<file path="src/i2c_pkg.sv">
package i2c_pkg;
  localparam int CLK_NS       = 100;
  localparam int SCL_LOW_NS   = 5000;
  localparam int SCL_HIGH_NS  = 4000;
  localparam int HOLD_NS      = 4000;
  localparam int SCL_LOW_CYC  = (SCL_LOW_NS + CLK_NS - 1) / CLK_NS;
  localparam int SCL_HIGH_CYC = (SCL_HIGH_NS + CLK_NS - 1) / CLK_NS;
  localparam int HOLD_CYC     = (HOLD_NS + CLK_NS - 1) / CLK_NS;
  localparam int TICK_DIV     = 64;
  localparam int IDLE_SHIFT   = 9;

  localparam logic [3:0] OFS_CTRL   = 4'h0;
  localparam logic [3:0] OFS_OWN    = 4'h1;
  localparam logic [3:0] OFS_DATA   = 4'h2;
  localparam logic [3:0] OFS_STAT   = 4'h3;
  localparam logic [3:0] OFS_SLT_HI = 4'h9;
  localparam logic [3:0] OFS_SLT_LO = 4'hA;

  localparam logic [7:0] SLT_HI_RST = 8'h00;
  localparam logic [7:0] SLT_LO_RST = 8'h00;
  localparam logic [6:0] OWN_RST    = 7'h00;

  localparam int C_EN   = 0;
  localparam int C_ACK  = 1;
  localparam int C_TCK  = 2;
  localparam int C_STA  = 3;
  localparam int C_STO  = 4;
  localparam int C_RSTA = 5;

  localparam int S_BUSY = 0;
  localparam int S_MST  = 1;
  localparam int S_SLV  = 2;
  localparam int S_SRW  = 3;
  localparam int S_DONE = 4;
  localparam int S_ARB  = 5;
  localparam int S_NACK = 6;
  localparam int S_AERR = 7;
  localparam int S_LTO  = 8;
  localparam int S_IDLE = 9;

  typedef struct packed {
    logic        wr;
    logic        rd;
    logic [3:0]  addr;
    logic [15:0] wdata;
  } reg_req_t;

  typedef struct packed {
    logic scl;
    logic sda;
  } lines_t;

  typedef enum logic [2:0] {
    M_IDLE, M_START, M_BITS, M_WAIT, M_STOP_A, M_STOP_B, M_RSTA_A, M_RSTA_B
  } mst_st_t;

  typedef enum logic [1:0] {T_LOW, T_WAIT, T_HIGH} tmr_st_t;
endpackage

</file>
<file path="src/scl_timer.sv">
`timescale 1ns/1ps
module scl_timer
  import i2c_pkg::*;
#(
  parameter int LOW_CYC  = SCL_LOW_CYC,
  parameter int HIGH_CYC = SCL_HIGH_CYC
)(
  input  wire logic clk,
  input  wire logic rst,
  input  wire logic run,
  input  wire logic scl_in,
  output logic      hold_low
);
  typedef struct packed {
    tmr_st_t    ph;
    logic [7:0] cnt;
  } tmr_t;

  tmr_t st_ff;
  tmr_t nxt;

  always_comb begin
    nxt = st_ff;
    nxt.cnt = st_ff.cnt + 8'h01;
    if (!run) begin
      nxt.ph = T_LOW;
      nxt.cnt = '0;
    end else begin
      unique case (st_ff.ph)
        T_LOW: if (st_ff.cnt == 8'(LOW_CYC - 1)) nxt.ph = T_WAIT;
        T_WAIT: begin
          // another device may still hold the line low
          nxt.cnt = '0;
          if (scl_in) nxt.ph = T_HIGH;
        end
        T_HIGH: begin
          if (!scl_in || st_ff.cnt == 8'(HIGH_CYC - 1)) begin
            nxt.ph = T_LOW;
            nxt.cnt = '0;
          end
        end
        default: nxt.ph = T_LOW;
      endcase
    end
  end

  assign hold_low = run & (st_ff.ph == T_LOW);

  always_ff @(posedge clk or posedge rst) begin
    if (rst) begin
      st_ff <= '{ph: T_LOW, cnt: 8'h00};
    end else begin
      st_ff <= nxt;
    end
  end

  a_low_after_fall:
    assert property (@(posedge clk) disable iff (rst)
      (run && st_ff.ph == T_HIGH && !scl_in) |=> (hold_low || !run))
    else $error("clock low period not started on falling edge");
endmodule

</file>
<file path="src/timeout_unit.sv">
`timescale 1ns/1ps
module timeout_unit
  import i2c_pkg::*;
#(
  parameter int DIV = TICK_DIV
)(
  input  wire logic        clk,
  input  wire logic        rst,
  input  wire lines_t      lines_in,
  input  wire logic        tck_fast,
  input  wire logic [15:0] threshold,
  output logic             low_timeout,
  output logic             bus_idle
);
  localparam int PW = $clog2(DIV);

  typedef struct packed {
    logic [PW-1:0] pre;
    logic [15:0]   low_cnt;
    logic [15:0]   high_cnt;
    logic          fired;
  } tmo_t;

  tmo_t st_ff;
  tmo_t nxt;
  logic tick;

  assign tick = tck_fast | (st_ff.pre == PW'(DIV - 1));

  always_comb begin
    nxt = st_ff;
    nxt.pre = tick ? '0 : st_ff.pre + 1'b1;
    if (lines_in.scl) begin
      nxt.low_cnt = '0;
      nxt.fired = 1'b0;
    end else if (tick && st_ff.low_cnt != '1) begin
      nxt.low_cnt = st_ff.low_cnt + 16'h0001;
    end
    if (low_timeout) nxt.fired = 1'b1;
    if (lines_in.scl && lines_in.sda) begin
      if (tick && st_ff.high_cnt != '1) nxt.high_cnt = st_ff.high_cnt + 16'h0001;
    end else begin
      nxt.high_cnt = '0;
    end
  end

  // one pulse per low interval; zero threshold disables
  assign low_timeout = (threshold != 16'h0000) && !st_ff.fired &&
                       !lines_in.scl && st_ff.low_cnt > threshold;
  assign bus_idle = st_ff.high_cnt > 16'(threshold >> IDLE_SHIFT);

  always_ff @(posedge clk or posedge rst) begin
    if (rst) begin
      st_ff <= '0;
    end else begin
      st_ff <= nxt;
    end
  end

  a_lto_cause:
    assert property (@(posedge clk) disable iff (rst)
      low_timeout |-> (threshold != 16'h0000) && !lines_in.scl)
    else $error("low timeout without cause");

  a_idle_drop:
    assert property (@(posedge clk) disable iff (rst)
      !(lines_in.scl && lines_in.sda) |=> !bus_idle)
    else $error("bus idle kept while a line is low");
endmodule

</file>
<file path="src/i2c_engine.sv">
`timescale 1ns/1ps
module i2c_engine
  import i2c_pkg::*;
(
  input  wire logic     clk,
  input  wire logic     rst,
  input  wire reg_req_t req,
  output logic [15:0]   rdata,
  input  wire lines_t   lines_in,
  output lines_t        lines_out,
  output lines_t        lines_oe
);
  typedef struct packed {
    logic        en;
    logic        ack_en;
    logic        tck_fast;
    logic [6:0]  own;
    logic [7:0]  slt_hi;
    logic [7:0]  slt_lo;
    logic [7:0]  tx;
    logic [7:0]  rx;
    logic [7:0]  sh;
    logic [3:0]  bitn;
    mst_st_t     mst;
    logic        master;
    logic        listen;
    logic        addr_ph;
    logic        xmit;
    logic        slv;
    logic        srw;
    logic        busy;
    logic        go;
    logic        done;
    logic        arb;
    logic        nack;
    logic        aerr;
    logic        lto;
    logic        mhold;
    logic        stretch;
    logic        run;
    logic [7:0]  cnt;
    logic        scl_prev;
    logic        sda_prev;
    logic        scl_oe;
    logic        sda_oe;
    logic [15:0] rdata;
  } state_t;

  localparam state_t RST_ST = '{slt_hi: SLT_HI_RST, slt_lo: SLT_LO_RST,
                                own: OWN_RST, mst: M_IDLE, default: '0};

  state_t st_ff;
  state_t nxt;
  logic   scl;
  logic   sda;
  logic   fall;
  logic   rise;
  logic   start_det;
  logic   stop_det;
  logic   engaged;
  logic   own_hit;
  logic   ack_want;
  logic   hold_end;
  logic   wr_ctrl;
  logic   wr_stat;
  logic   tmr_hold;
  logic   lto_pulse;
  logic   bus_idle;

  assign scl       = lines_in.scl;
  assign sda       = lines_in.sda;
  assign fall      = st_ff.scl_prev & ~scl;
  assign rise      = ~st_ff.scl_prev & scl;
  assign start_det = scl & st_ff.scl_prev & st_ff.sda_prev & ~sda;
  assign stop_det  = scl & st_ff.scl_prev & ~st_ff.sda_prev & sda;
  assign engaged   = st_ff.master | st_ff.listen;
  assign own_hit   = st_ff.en & (st_ff.sh[7:1] == st_ff.own);
  assign ack_want  = st_ff.addr_ph ? (own_hit & ~st_ff.master) : st_ff.ack_en;
  assign hold_end  = st_ff.cnt == 8'(HOLD_CYC - 1);
  assign wr_ctrl   = req.wr && req.addr == OFS_CTRL;
  assign wr_stat   = req.wr && req.addr == OFS_STAT;

  // write-one-to-clear; a set applied later in the process wins
  function automatic logic kept(logic cur, int pos);
    return cur & ~(wr_stat & req.wdata[pos]);
  endfunction

  always_comb begin
    nxt = st_ff;
    nxt.scl_prev = scl;
    nxt.sda_prev = sda;
    nxt.rdata = '0;
    nxt.done = kept(st_ff.done, S_DONE);
    nxt.arb = kept(st_ff.arb, S_ARB);
    nxt.aerr = kept(st_ff.aerr, S_AERR);
    nxt.lto = kept(st_ff.lto, S_LTO);
    if (lto_pulse) nxt.lto = 1'b1;

    if (req.wr) begin
      case (req.addr)
        OFS_CTRL: begin
          nxt.en = req.wdata[C_EN];
          nxt.ack_en = req.wdata[C_ACK];
          nxt.tck_fast = req.wdata[C_TCK];
        end
        OFS_OWN: nxt.own = req.wdata[7:1];
        OFS_DATA: begin
          nxt.tx = req.wdata[7:0];
          nxt.go = 1'b1;
        end
        OFS_SLT_HI: nxt.slt_hi = req.wdata[7:0];
        OFS_SLT_LO: nxt.slt_lo = req.wdata[7:0];
        default: ;
      endcase
    end

    if (req.rd) begin
      case (req.addr)
        OFS_CTRL: begin
          nxt.rdata[C_EN] = st_ff.en;
          nxt.rdata[C_ACK] = st_ff.ack_en;
          nxt.rdata[C_TCK] = st_ff.tck_fast;
        end
        OFS_OWN: nxt.rdata = {8'h00, st_ff.own, 1'b0};
        OFS_DATA: nxt.rdata = {8'h00, st_ff.rx};
        OFS_STAT: begin
          nxt.rdata[S_BUSY] = st_ff.busy;
          nxt.rdata[S_MST] = st_ff.master;
          nxt.rdata[S_SLV] = st_ff.slv;
          nxt.rdata[S_SRW] = st_ff.srw;
          nxt.rdata[S_DONE] = st_ff.done;
          nxt.rdata[S_ARB] = st_ff.arb;
          nxt.rdata[S_NACK] = st_ff.nack;
          nxt.rdata[S_AERR] = st_ff.aerr;
          nxt.rdata[S_LTO] = st_ff.lto;
          nxt.rdata[S_IDLE] = bus_idle;
        end
        OFS_SLT_HI: nxt.rdata = {8'h00, st_ff.slt_hi};
        OFS_SLT_LO: nxt.rdata = {8'h00, st_ff.slt_lo};
        default: ;
      endcase
    end

    if (start_det) begin
      nxt.busy = 1'b1;
      nxt.bitn = '0;
      nxt.addr_ph = 1'b1;
      nxt.slv = 1'b0;
      nxt.nack = 1'b0;
      nxt.stretch = 1'b0;
      nxt.listen = ~st_ff.master & st_ff.en;
      nxt.xmit = st_ff.master;
      if (st_ff.master) nxt.sh = st_ff.tx;
      else nxt.sda_oe = 1'b0;
    end

    if (engaged && rise) begin
      if (st_ff.bitn < 4'h8) begin
        nxt.sh = {st_ff.sh[6:0], sda};
        nxt.bitn = st_ff.bitn + 4'h1;
        if (st_ff.master && st_ff.xmit && st_ff.sh[7] && !sda) begin
          // address bits keep shifting so our own address still matches
          nxt.master = 1'b0;
          nxt.mst = M_IDLE;
          nxt.run = 1'b0;
          nxt.sda_oe = 1'b0;
          nxt.arb = 1'b1;
          nxt.listen = 1'b1;
          nxt.xmit = 1'b0;
        end
      end else if (st_ff.bitn == 4'h8) begin
        nxt.bitn = 4'h9;
        nxt.addr_ph = 1'b0;
        if (st_ff.xmit) nxt.nack = sda;
        if (st_ff.addr_ph && !st_ff.master) begin
          if (own_hit) begin
            nxt.slv = 1'b1;
            nxt.srw = st_ff.sh[0];
            nxt.xmit = st_ff.sh[0];
          end else begin
            nxt.listen = 1'b0;
          end
        end else if (st_ff.addr_ph) begin
          nxt.xmit = ~st_ff.sh[0];
        end else if (!st_ff.master && st_ff.xmit && sda) begin
          nxt.listen = 1'b0;
          nxt.slv = 1'b0;
          nxt.xmit = 1'b0;
        end
      end
    end

    if (engaged && fall) begin
      if (st_ff.bitn < 4'h8) begin
        nxt.sda_oe = st_ff.xmit & ~st_ff.sh[7];
      end else if (st_ff.bitn == 4'h8) begin
        nxt.sda_oe = ~st_ff.xmit & ack_want;
      end else begin
        nxt.sda_oe = 1'b0;
        nxt.bitn = '0;
        nxt.rx = st_ff.sh;
        nxt.done = 1'b1;
        if (st_ff.master) begin
          nxt.mst = M_WAIT;
          nxt.mhold = 1'b1;
          nxt.run = 1'b0;
        end else if (st_ff.slv) begin
          // a data write left from before the byte must not end the stretch
          nxt.stretch = 1'b1;
          nxt.go = req.wr && req.addr == OFS_DATA;
        end
      end
    end

    // data write releases the stretch; first bit is driven in the same cycle
    if (st_ff.stretch && st_ff.go) begin
      nxt.stretch = 1'b0;
      nxt.go = 1'b0;
      if (st_ff.xmit) begin
        nxt.sh = st_ff.tx;
        nxt.sda_oe = ~st_ff.tx[7];
      end
    end

    unique case (st_ff.mst)
      M_IDLE: begin
        if (wr_ctrl && req.wdata[C_STA]) begin
          if (st_ff.tx[7:1] == st_ff.own) begin
            nxt.aerr = 1'b1;
          end else if (st_ff.busy || !st_ff.en) begin
            nxt.arb = 1'b1;
          end else begin
            nxt.master = 1'b1;
            nxt.listen = 1'b0;
            nxt.sda_oe = 1'b1;
            nxt.cnt = '0;
            nxt.go = 1'b0;
            nxt.mst = M_START;
          end
        end
      end
      M_START: begin
        nxt.cnt = st_ff.cnt + 8'h01;
        if (hold_end) begin
          nxt.mst = M_BITS;
          nxt.run = 1'b1;
        end
      end
      M_BITS: ;
      M_WAIT: begin
        // a failed byte leaves only stop or repeated start
        if (wr_ctrl && req.wdata[C_STO]) begin
          nxt.mst = M_STOP_A;
          nxt.sda_oe = 1'b1;
          nxt.cnt = '0;
        end else if (wr_ctrl && req.wdata[C_RSTA]) begin
          nxt.mst = M_RSTA_A;
          nxt.sda_oe = 1'b0;
          nxt.cnt = '0;
        end else if (st_ff.go && !st_ff.nack) begin
          nxt.go = 1'b0;
          nxt.mhold = 1'b0;
          nxt.run = 1'b1;
          nxt.mst = M_BITS;
          if (st_ff.xmit) begin
            nxt.sh = st_ff.tx;
            nxt.sda_oe = ~st_ff.tx[7];
          end
        end
      end
      M_STOP_A, M_RSTA_A: begin
        nxt.cnt = st_ff.cnt + 8'h01;
        if (hold_end) begin
          nxt.mhold = 1'b0;
          nxt.cnt = '0;
          nxt.mst = (st_ff.mst == M_STOP_A) ? M_STOP_B : M_RSTA_B;
        end
      end
      M_STOP_B: begin
        // waits out any stretch before the setup time runs
        if (scl) nxt.cnt = st_ff.cnt + 8'h01;
        if (scl && hold_end) nxt.sda_oe = 1'b0;
      end
      M_RSTA_B: begin
        if (scl) nxt.cnt = st_ff.cnt + 8'h01;
        if (scl && hold_end) begin
          nxt.sda_oe = 1'b1;
          nxt.cnt = '0;
          nxt.mst = M_START;
        end
      end
    endcase

    if (stop_det) begin
      nxt.busy = 1'b0;
      nxt.listen = 1'b0;
      nxt.slv = 1'b0;
      nxt.master = 1'b0;
      nxt.mst = M_IDLE;
      nxt.sda_oe = 1'b0;
      nxt.stretch = 1'b0;
      nxt.run = 1'b0;
      nxt.mhold = 1'b0;
    end

    nxt.scl_oe = tmr_hold | nxt.mhold | nxt.stretch;
  end

  always_ff @(posedge clk or posedge rst) begin
    if (rst) begin
      st_ff <= RST_ST;
    end else begin
      st_ff <= nxt;
    end
  end

  scl_timer u_timer (
    .clk      (clk),
    .rst      (rst),
    .run      (st_ff.run),
    .scl_in   (scl),
    .hold_low (tmr_hold)
  );

  timeout_unit u_timeout (
    .clk         (clk),
    .rst         (rst),
    .lines_in    (lines_in),
    .tck_fast    (st_ff.tck_fast),
    .threshold   ({st_ff.slt_hi, st_ff.slt_lo}),
    .low_timeout (lto_pulse),
    .bus_idle    (bus_idle)
  );

  // open drain: level is always low, only the enable moves
  assign lines_out = '0;
  assign lines_oe = '{scl: st_ff.scl_oe, sda: st_ff.sda_oe};
  assign rdata = st_ff.rdata;

  a_slt_hi_read:
    assert property (@(posedge clk) disable iff (rst)
      (req.rd && req.addr == OFS_SLT_HI) |=> rdata == {8'h00, $past(st_ff.slt_hi)})
    else $error("timeout high byte read wrong");

  a_slt_lo_read:
    assert property (@(posedge clk) disable iff (rst)
      (req.rd && req.addr == OFS_SLT_LO) |=> rdata == {8'h00, $past(st_ff.slt_lo)})
    else $error("timeout low byte read wrong");

  a_ack_own_match:
    assert property (@(posedge clk) disable iff (rst)
      (st_ff.listen && st_ff.addr_ph && st_ff.bitn == 4'h8 && st_ff.sda_oe)
      |-> st_ff.sh[7:1] == st_ff.own)
    else $error("slave acked a foreign address");

  a_single_role:
    assert property (@(posedge clk) disable iff (rst)
      !(st_ff.master && (st_ff.listen || st_ff.slv)))
    else $error("master and slave at once");

  a_arb_lost_drop:
    assert property (@(posedge clk) disable iff (rst)
      (st_ff.master && st_ff.xmit && rise && st_ff.bitn < 4'h8 &&
       st_ff.sh[7] && !sda)
      |=> !st_ff.master && !st_ff.sda_oe && st_ff.arb && st_ff.listen)
    else $error("arbitration loss not handled");

  a_start_bus_free:
    assert property (@(posedge clk) disable iff (rst)
      $rose(st_ff.master) |-> !$past(st_ff.busy))
    else $error("start issued on busy bus");

  a_sda_steady_high:
    assert property (@(posedge clk) disable iff (rst)
      (st_ff.mst == M_BITS && scl && st_ff.scl_prev) |=> $stable(st_ff.sda_oe))
    else $error("data changed while clock high");

  a_stretch_hold:
    assert property (@(posedge clk) disable iff (rst)
      (st_ff.slv && st_ff.bitn == 4'h9 && fall && !stop_det)
      |=> st_ff.stretch ##1 lines_oe.scl)
    else $error("slave did not stretch after byte");

  a_lto_sticky:
    assert property (@(posedge clk) disable iff (rst)
      (st_ff.lto && !(wr_stat && req.wdata[S_LTO])) |=> st_ff.lto)
    else $error("timeout flag lost without clear");
endmodule

</file>
<file path="config.mk">
export PLATFORM = sky130hd
export DESIGN_NAME = i2c_engine
export DESIGN_NICKNAME = d
export VERILOG_FILES = /design/src/i2c_pkg.sv /design/src/scl_timer.sv /design/src/timeout_unit.sv /design/src/i2c_engine.sv
export SDC_FILE = /design/constraint.sdc
export NUM_CORES = 1
export LEC_CHECK = 0
export ABC_AREA = 1
export BUFFER_PORTS_ARGS = -buffer_cell sky130_fd_sc_hd__clkbuf_2
export CAP_MARGIN = 20
export CORE_ASPECT_RATIO = 1.5
export CORE_MARGIN = 2
export CORE_UTILIZATION = 49
export CTS_CLUSTER_SIZE = 28
export DETAILED_ROUTE_END_ITERATION = 8
export PLACE_DENSITY = 0.76
export SYNTH_ARGS = -nofsm -noshare
export SYNTH_HDL_FRONTEND = slang
export SYNTH_SLANG_ARGS = --single-unit
</file>
<file path="constraint.sdc">
create_clock -name clk -period 7.05 [get_ports clk]
set_clock_uncertainty 0.2 [all_clocks]
set_input_delay 1.0575 -clock clk [delete_from_list [all_inputs] [get_ports clk]]
set_output_delay 1.0575 -clock clk [all_outputs]
set_load 0.005 [all_outputs]
</file>
==> out/qor.yml <==
rows: 59
fill_cells: 1613
synth_flop_cell: "dfrtp_1"
multi_input_area_um2: 4150
final_common_cell: "nand2_1"
worstSetupPathType: "in -> reg"
holdBufCountCts: 0
grt_pass1_wl_mm: 34.7
routed_via_density: 5.52
slew_viol_final: 0
min_path_cells: 2
area_growth_pct: 9.99
yosysUniqueCellTypes: 50
p_leak_uw: 0.00447
synth_area_um2: 8610
cts_root_buf: "clkbuf_16"
first_pass_iters: 6
setup_viol: 0
crit_chain: "clkbuf_2 > inv_2 > nand2_1 > a21oi_2 > nand3_2 > nor2_4 > nor2_1 > a21oi_1 > nand3_1 > o21ai_0 > nor2_1"
antenna_found_initial: 0
regArea_um2: 3600
comb_power_share: 0.246
layout.nets: 1182
cts_tree: "yes"
post-route-min-period_ns: 3.43
ys_seq_elements: 144
fp.dieArea_um2: 18700
via_count: 7433
p_int_uw: 1790
p_clk_frac: 0.357
power_frac_seq: 0.398
setup_ws_ns: 3.62
die_w_um: 112
slew_headroom: 0.393
p_per_area_nw_per_um2: 284
core_area_um2: 17300
fmax_ghz: 0.292
wl_met1_mm: 8.75
antenna_cells: 0
grt_pass1_vias: 7250
p_sw_uw: 902
die_y_um: 166
start_util: 0.498
worst_pin_slew_ns: 0.904
dr_wl_met3_um: 889
slowest_stage: "inv_2"
gp_congestion: 0.879
critical_path.max_fanout: 26
setup_tns_ns: 0
drtIter0Drc: 637
status: "finished clean"
met2_length_mm: 10.4
top_layer: "met4"
seq_area_frac_synth: 0.419
postRouteAntennaNets: 0
cp.required_ns: 7.11
rsz0062_at_grt: "no"
reg2reg_depth: 12
postSynthAreaPerCell_um2: 7.81
cp-start-kind: "input pin"
cp.arrival_ns: 3.49
final_cell_mix: "nand2_1, inv_1, dfrtp_1"
cpPeakStageDelay_ns: 0.54
endpoint_kind: "register"
design_area_um2: 9470
wl_per_cell_um: 15.5
wl_mm: 20.9
clk_latency_ns: 0.42
clk_pin_slew_ns: 0.06
htree_levels: 4
post_cts_buffers: 0
grt-ovfl-total: 0
ys_async_sr_fraction: 1.00
ir_drop_mv: 0.175
clock_path_buffers: 2
hold_class: "reg -> reg"
route.detailed.drc: 0
period_share: 0.486
p_sw_frac: 0.336
dp_slack_ns: 3.24
max_cap_violations: 0
synthCells: 1102
synth_edf_count: 0
grt_max_degree: 81
drive_gt1_frac: 0.113
holdWs_ns: 0.285
cts_buffers: 17
hpwl_mm: 15.3
hold_viol: 0
synth_warnings: 0
design.portCount: 46
cts_resized: 0
placed_area_um2: 8810
cts_sinks: 144
track_usage: 0.230
numPortBuffers: 30
crit_top_cell: "nor2_1"
## routing by layer
metal | track usage | vias up
met5 | 0 | -
met2 | 0.388 | 222
met1 | 0.279 | 3495
li1 | - | 3659
met4 | 0.127 | 0
met3 | 0.0376 | 57
## through the flow
stage	instances	util	total power (uW)
3_5_place_dp	1314	0.510	1730
2_1_floorplan	1109	-	1570
4_1_cts	1346	0.546	2700
5_1_grt	1347	0.548	2860
3_3_place_gp	1314	0.510	1710
6_report	1347	0.548	2690
## worst paths after layout
| kind | startpoint | end | slack, ns |
|---|---|---|---|
| setup reg to reg | st_ff[47] | st_ff[46] | 4.60 |
| hold reg to reg | st_ff[82] | st_ff[82] | 0.29 |
| setup / recovery | lines_in[1] | st_ff[46] | 3.62 |
| hold / removal | st_ff[82] | st_ff[82] | 0.29 |
| max in group asynchronous | rst | u_timeout.st_ff[27] | 5.12 |
| min in group asynchronous | rst | rdata[4] | 0.51 |
## area by class of cell
| cell class | instances | area share |
|---|---|---|
| well taps | 213 | 0.0282 |
| clock inverters | 12 | 0.0193 |
| flip-flops and latches | 144 | 0.381 |
| repair buffers | 32 | 0.0196 |
| inverters | 165 | 0.0662 |
| multi-input cells | 761 | 0.439 |
| clock buffers | 20 | 0.0472 |
## synthesized netlist by cell type (2+ instances only)
| library cell | instances | area [um2] |
|---|---|---|
| inv_1 | 150 | 563 |
| o211ai_1 | 10 | 75.1 |
| o22ai_1 | 12 | 75.1 |
| nor2_2 | 5 | 31.3 |
| nand2_1 | 220 | 826 |
| xnor2_1 | 6 | 52.6 |
| and3_1 | 3 | 18.8 |
| nor3_1 | 18 | 90.1 |
| buf_4 | 24 | 180 |
| o21ai_1 | 16 | 80.1 |
| a21oi_1 | 55 | 275 |
| nand2_4 | 3 | 33.8 |
| a31oi_1 | 5 | 31.3 |
| ha_1 | 35 | 438 |
| nand4_1 | 24 | 150 |
| nor2_4 | 7 | 78.8 |
| o21bai_1 | 3 | 22.5 |
| clkbuf_1 | 6 | 22.5 |
| xor2_1 | 15 | 131 |
| o21ai_2 | 9 | 78.8 |
| nor2_1 | 89 | 334 |
| o21a_1 | 5 | 37.5 |
| buf_2 | 7 | 35.0 |
| inv_2 | 14 | 52.6 |
| a21oi_4 | 2 | 32.5 |
| a21oi_2 | 2 | 17.5 |
| o31ai_1 | 6 | 45.0 |
| nand3_1 | 63 | 315 |
| nand2_2 | 14 | 87.6 |
| a211oi_1 | 5 | 37.5 |
| nor3_2 | 2 | 20.0 |
| o21ai_0 | 95 | 475 |
| dfrtp_1 | 144 | 3600 |
| a221oi_1 | 6 | 52.6 |
| o221ai_1 | 2 | 17.5 |
| nand3_4 | 2 | 35.0 |
| a21o_1 | 3 | 22.5 |
| nor4_1 | 3 | 18.8 |
## worst max-delay path: cells and delay by family
kind | cells | cell delay [ns]
buffers and inverters | 2 | 0.92
AO/OA/AOI/OAI | 3 | 0.41
AND/OR/NAND/NOR | 6 | 1.07
## registers in the layout, indices dropped and copies added (netlist names)
signal / count
st_ff: 83
u_timeout.st_ff: 39
rdata: 10
u_timer.st_ff: 10
lines_oe: 2
## logic make-up after synthesis
family / count (synthesis) / synth area share
and+or+nand+nor: 456 / 0.240
AOI/OAI and AO/OA: 241 / 0.167
other: 1 / 0.000436
buffers and inverters: 204 / 0.102
adders and majority gates: 35 / 0.0509
DFF: 144 / 0.419
xor gates and xnor gates: 21 / 0.0214
## power by group through the flow
stage,Clock [uW],Combinational (uW),Sequential [uW]
floorplan,0,521,1040
global placement,0,636,1080
detailed placement,0,656,1080
CTS,975,660,1070
global route,1010,763,1080
finish,959,660,1070
(Power assumes the default switching activity.)
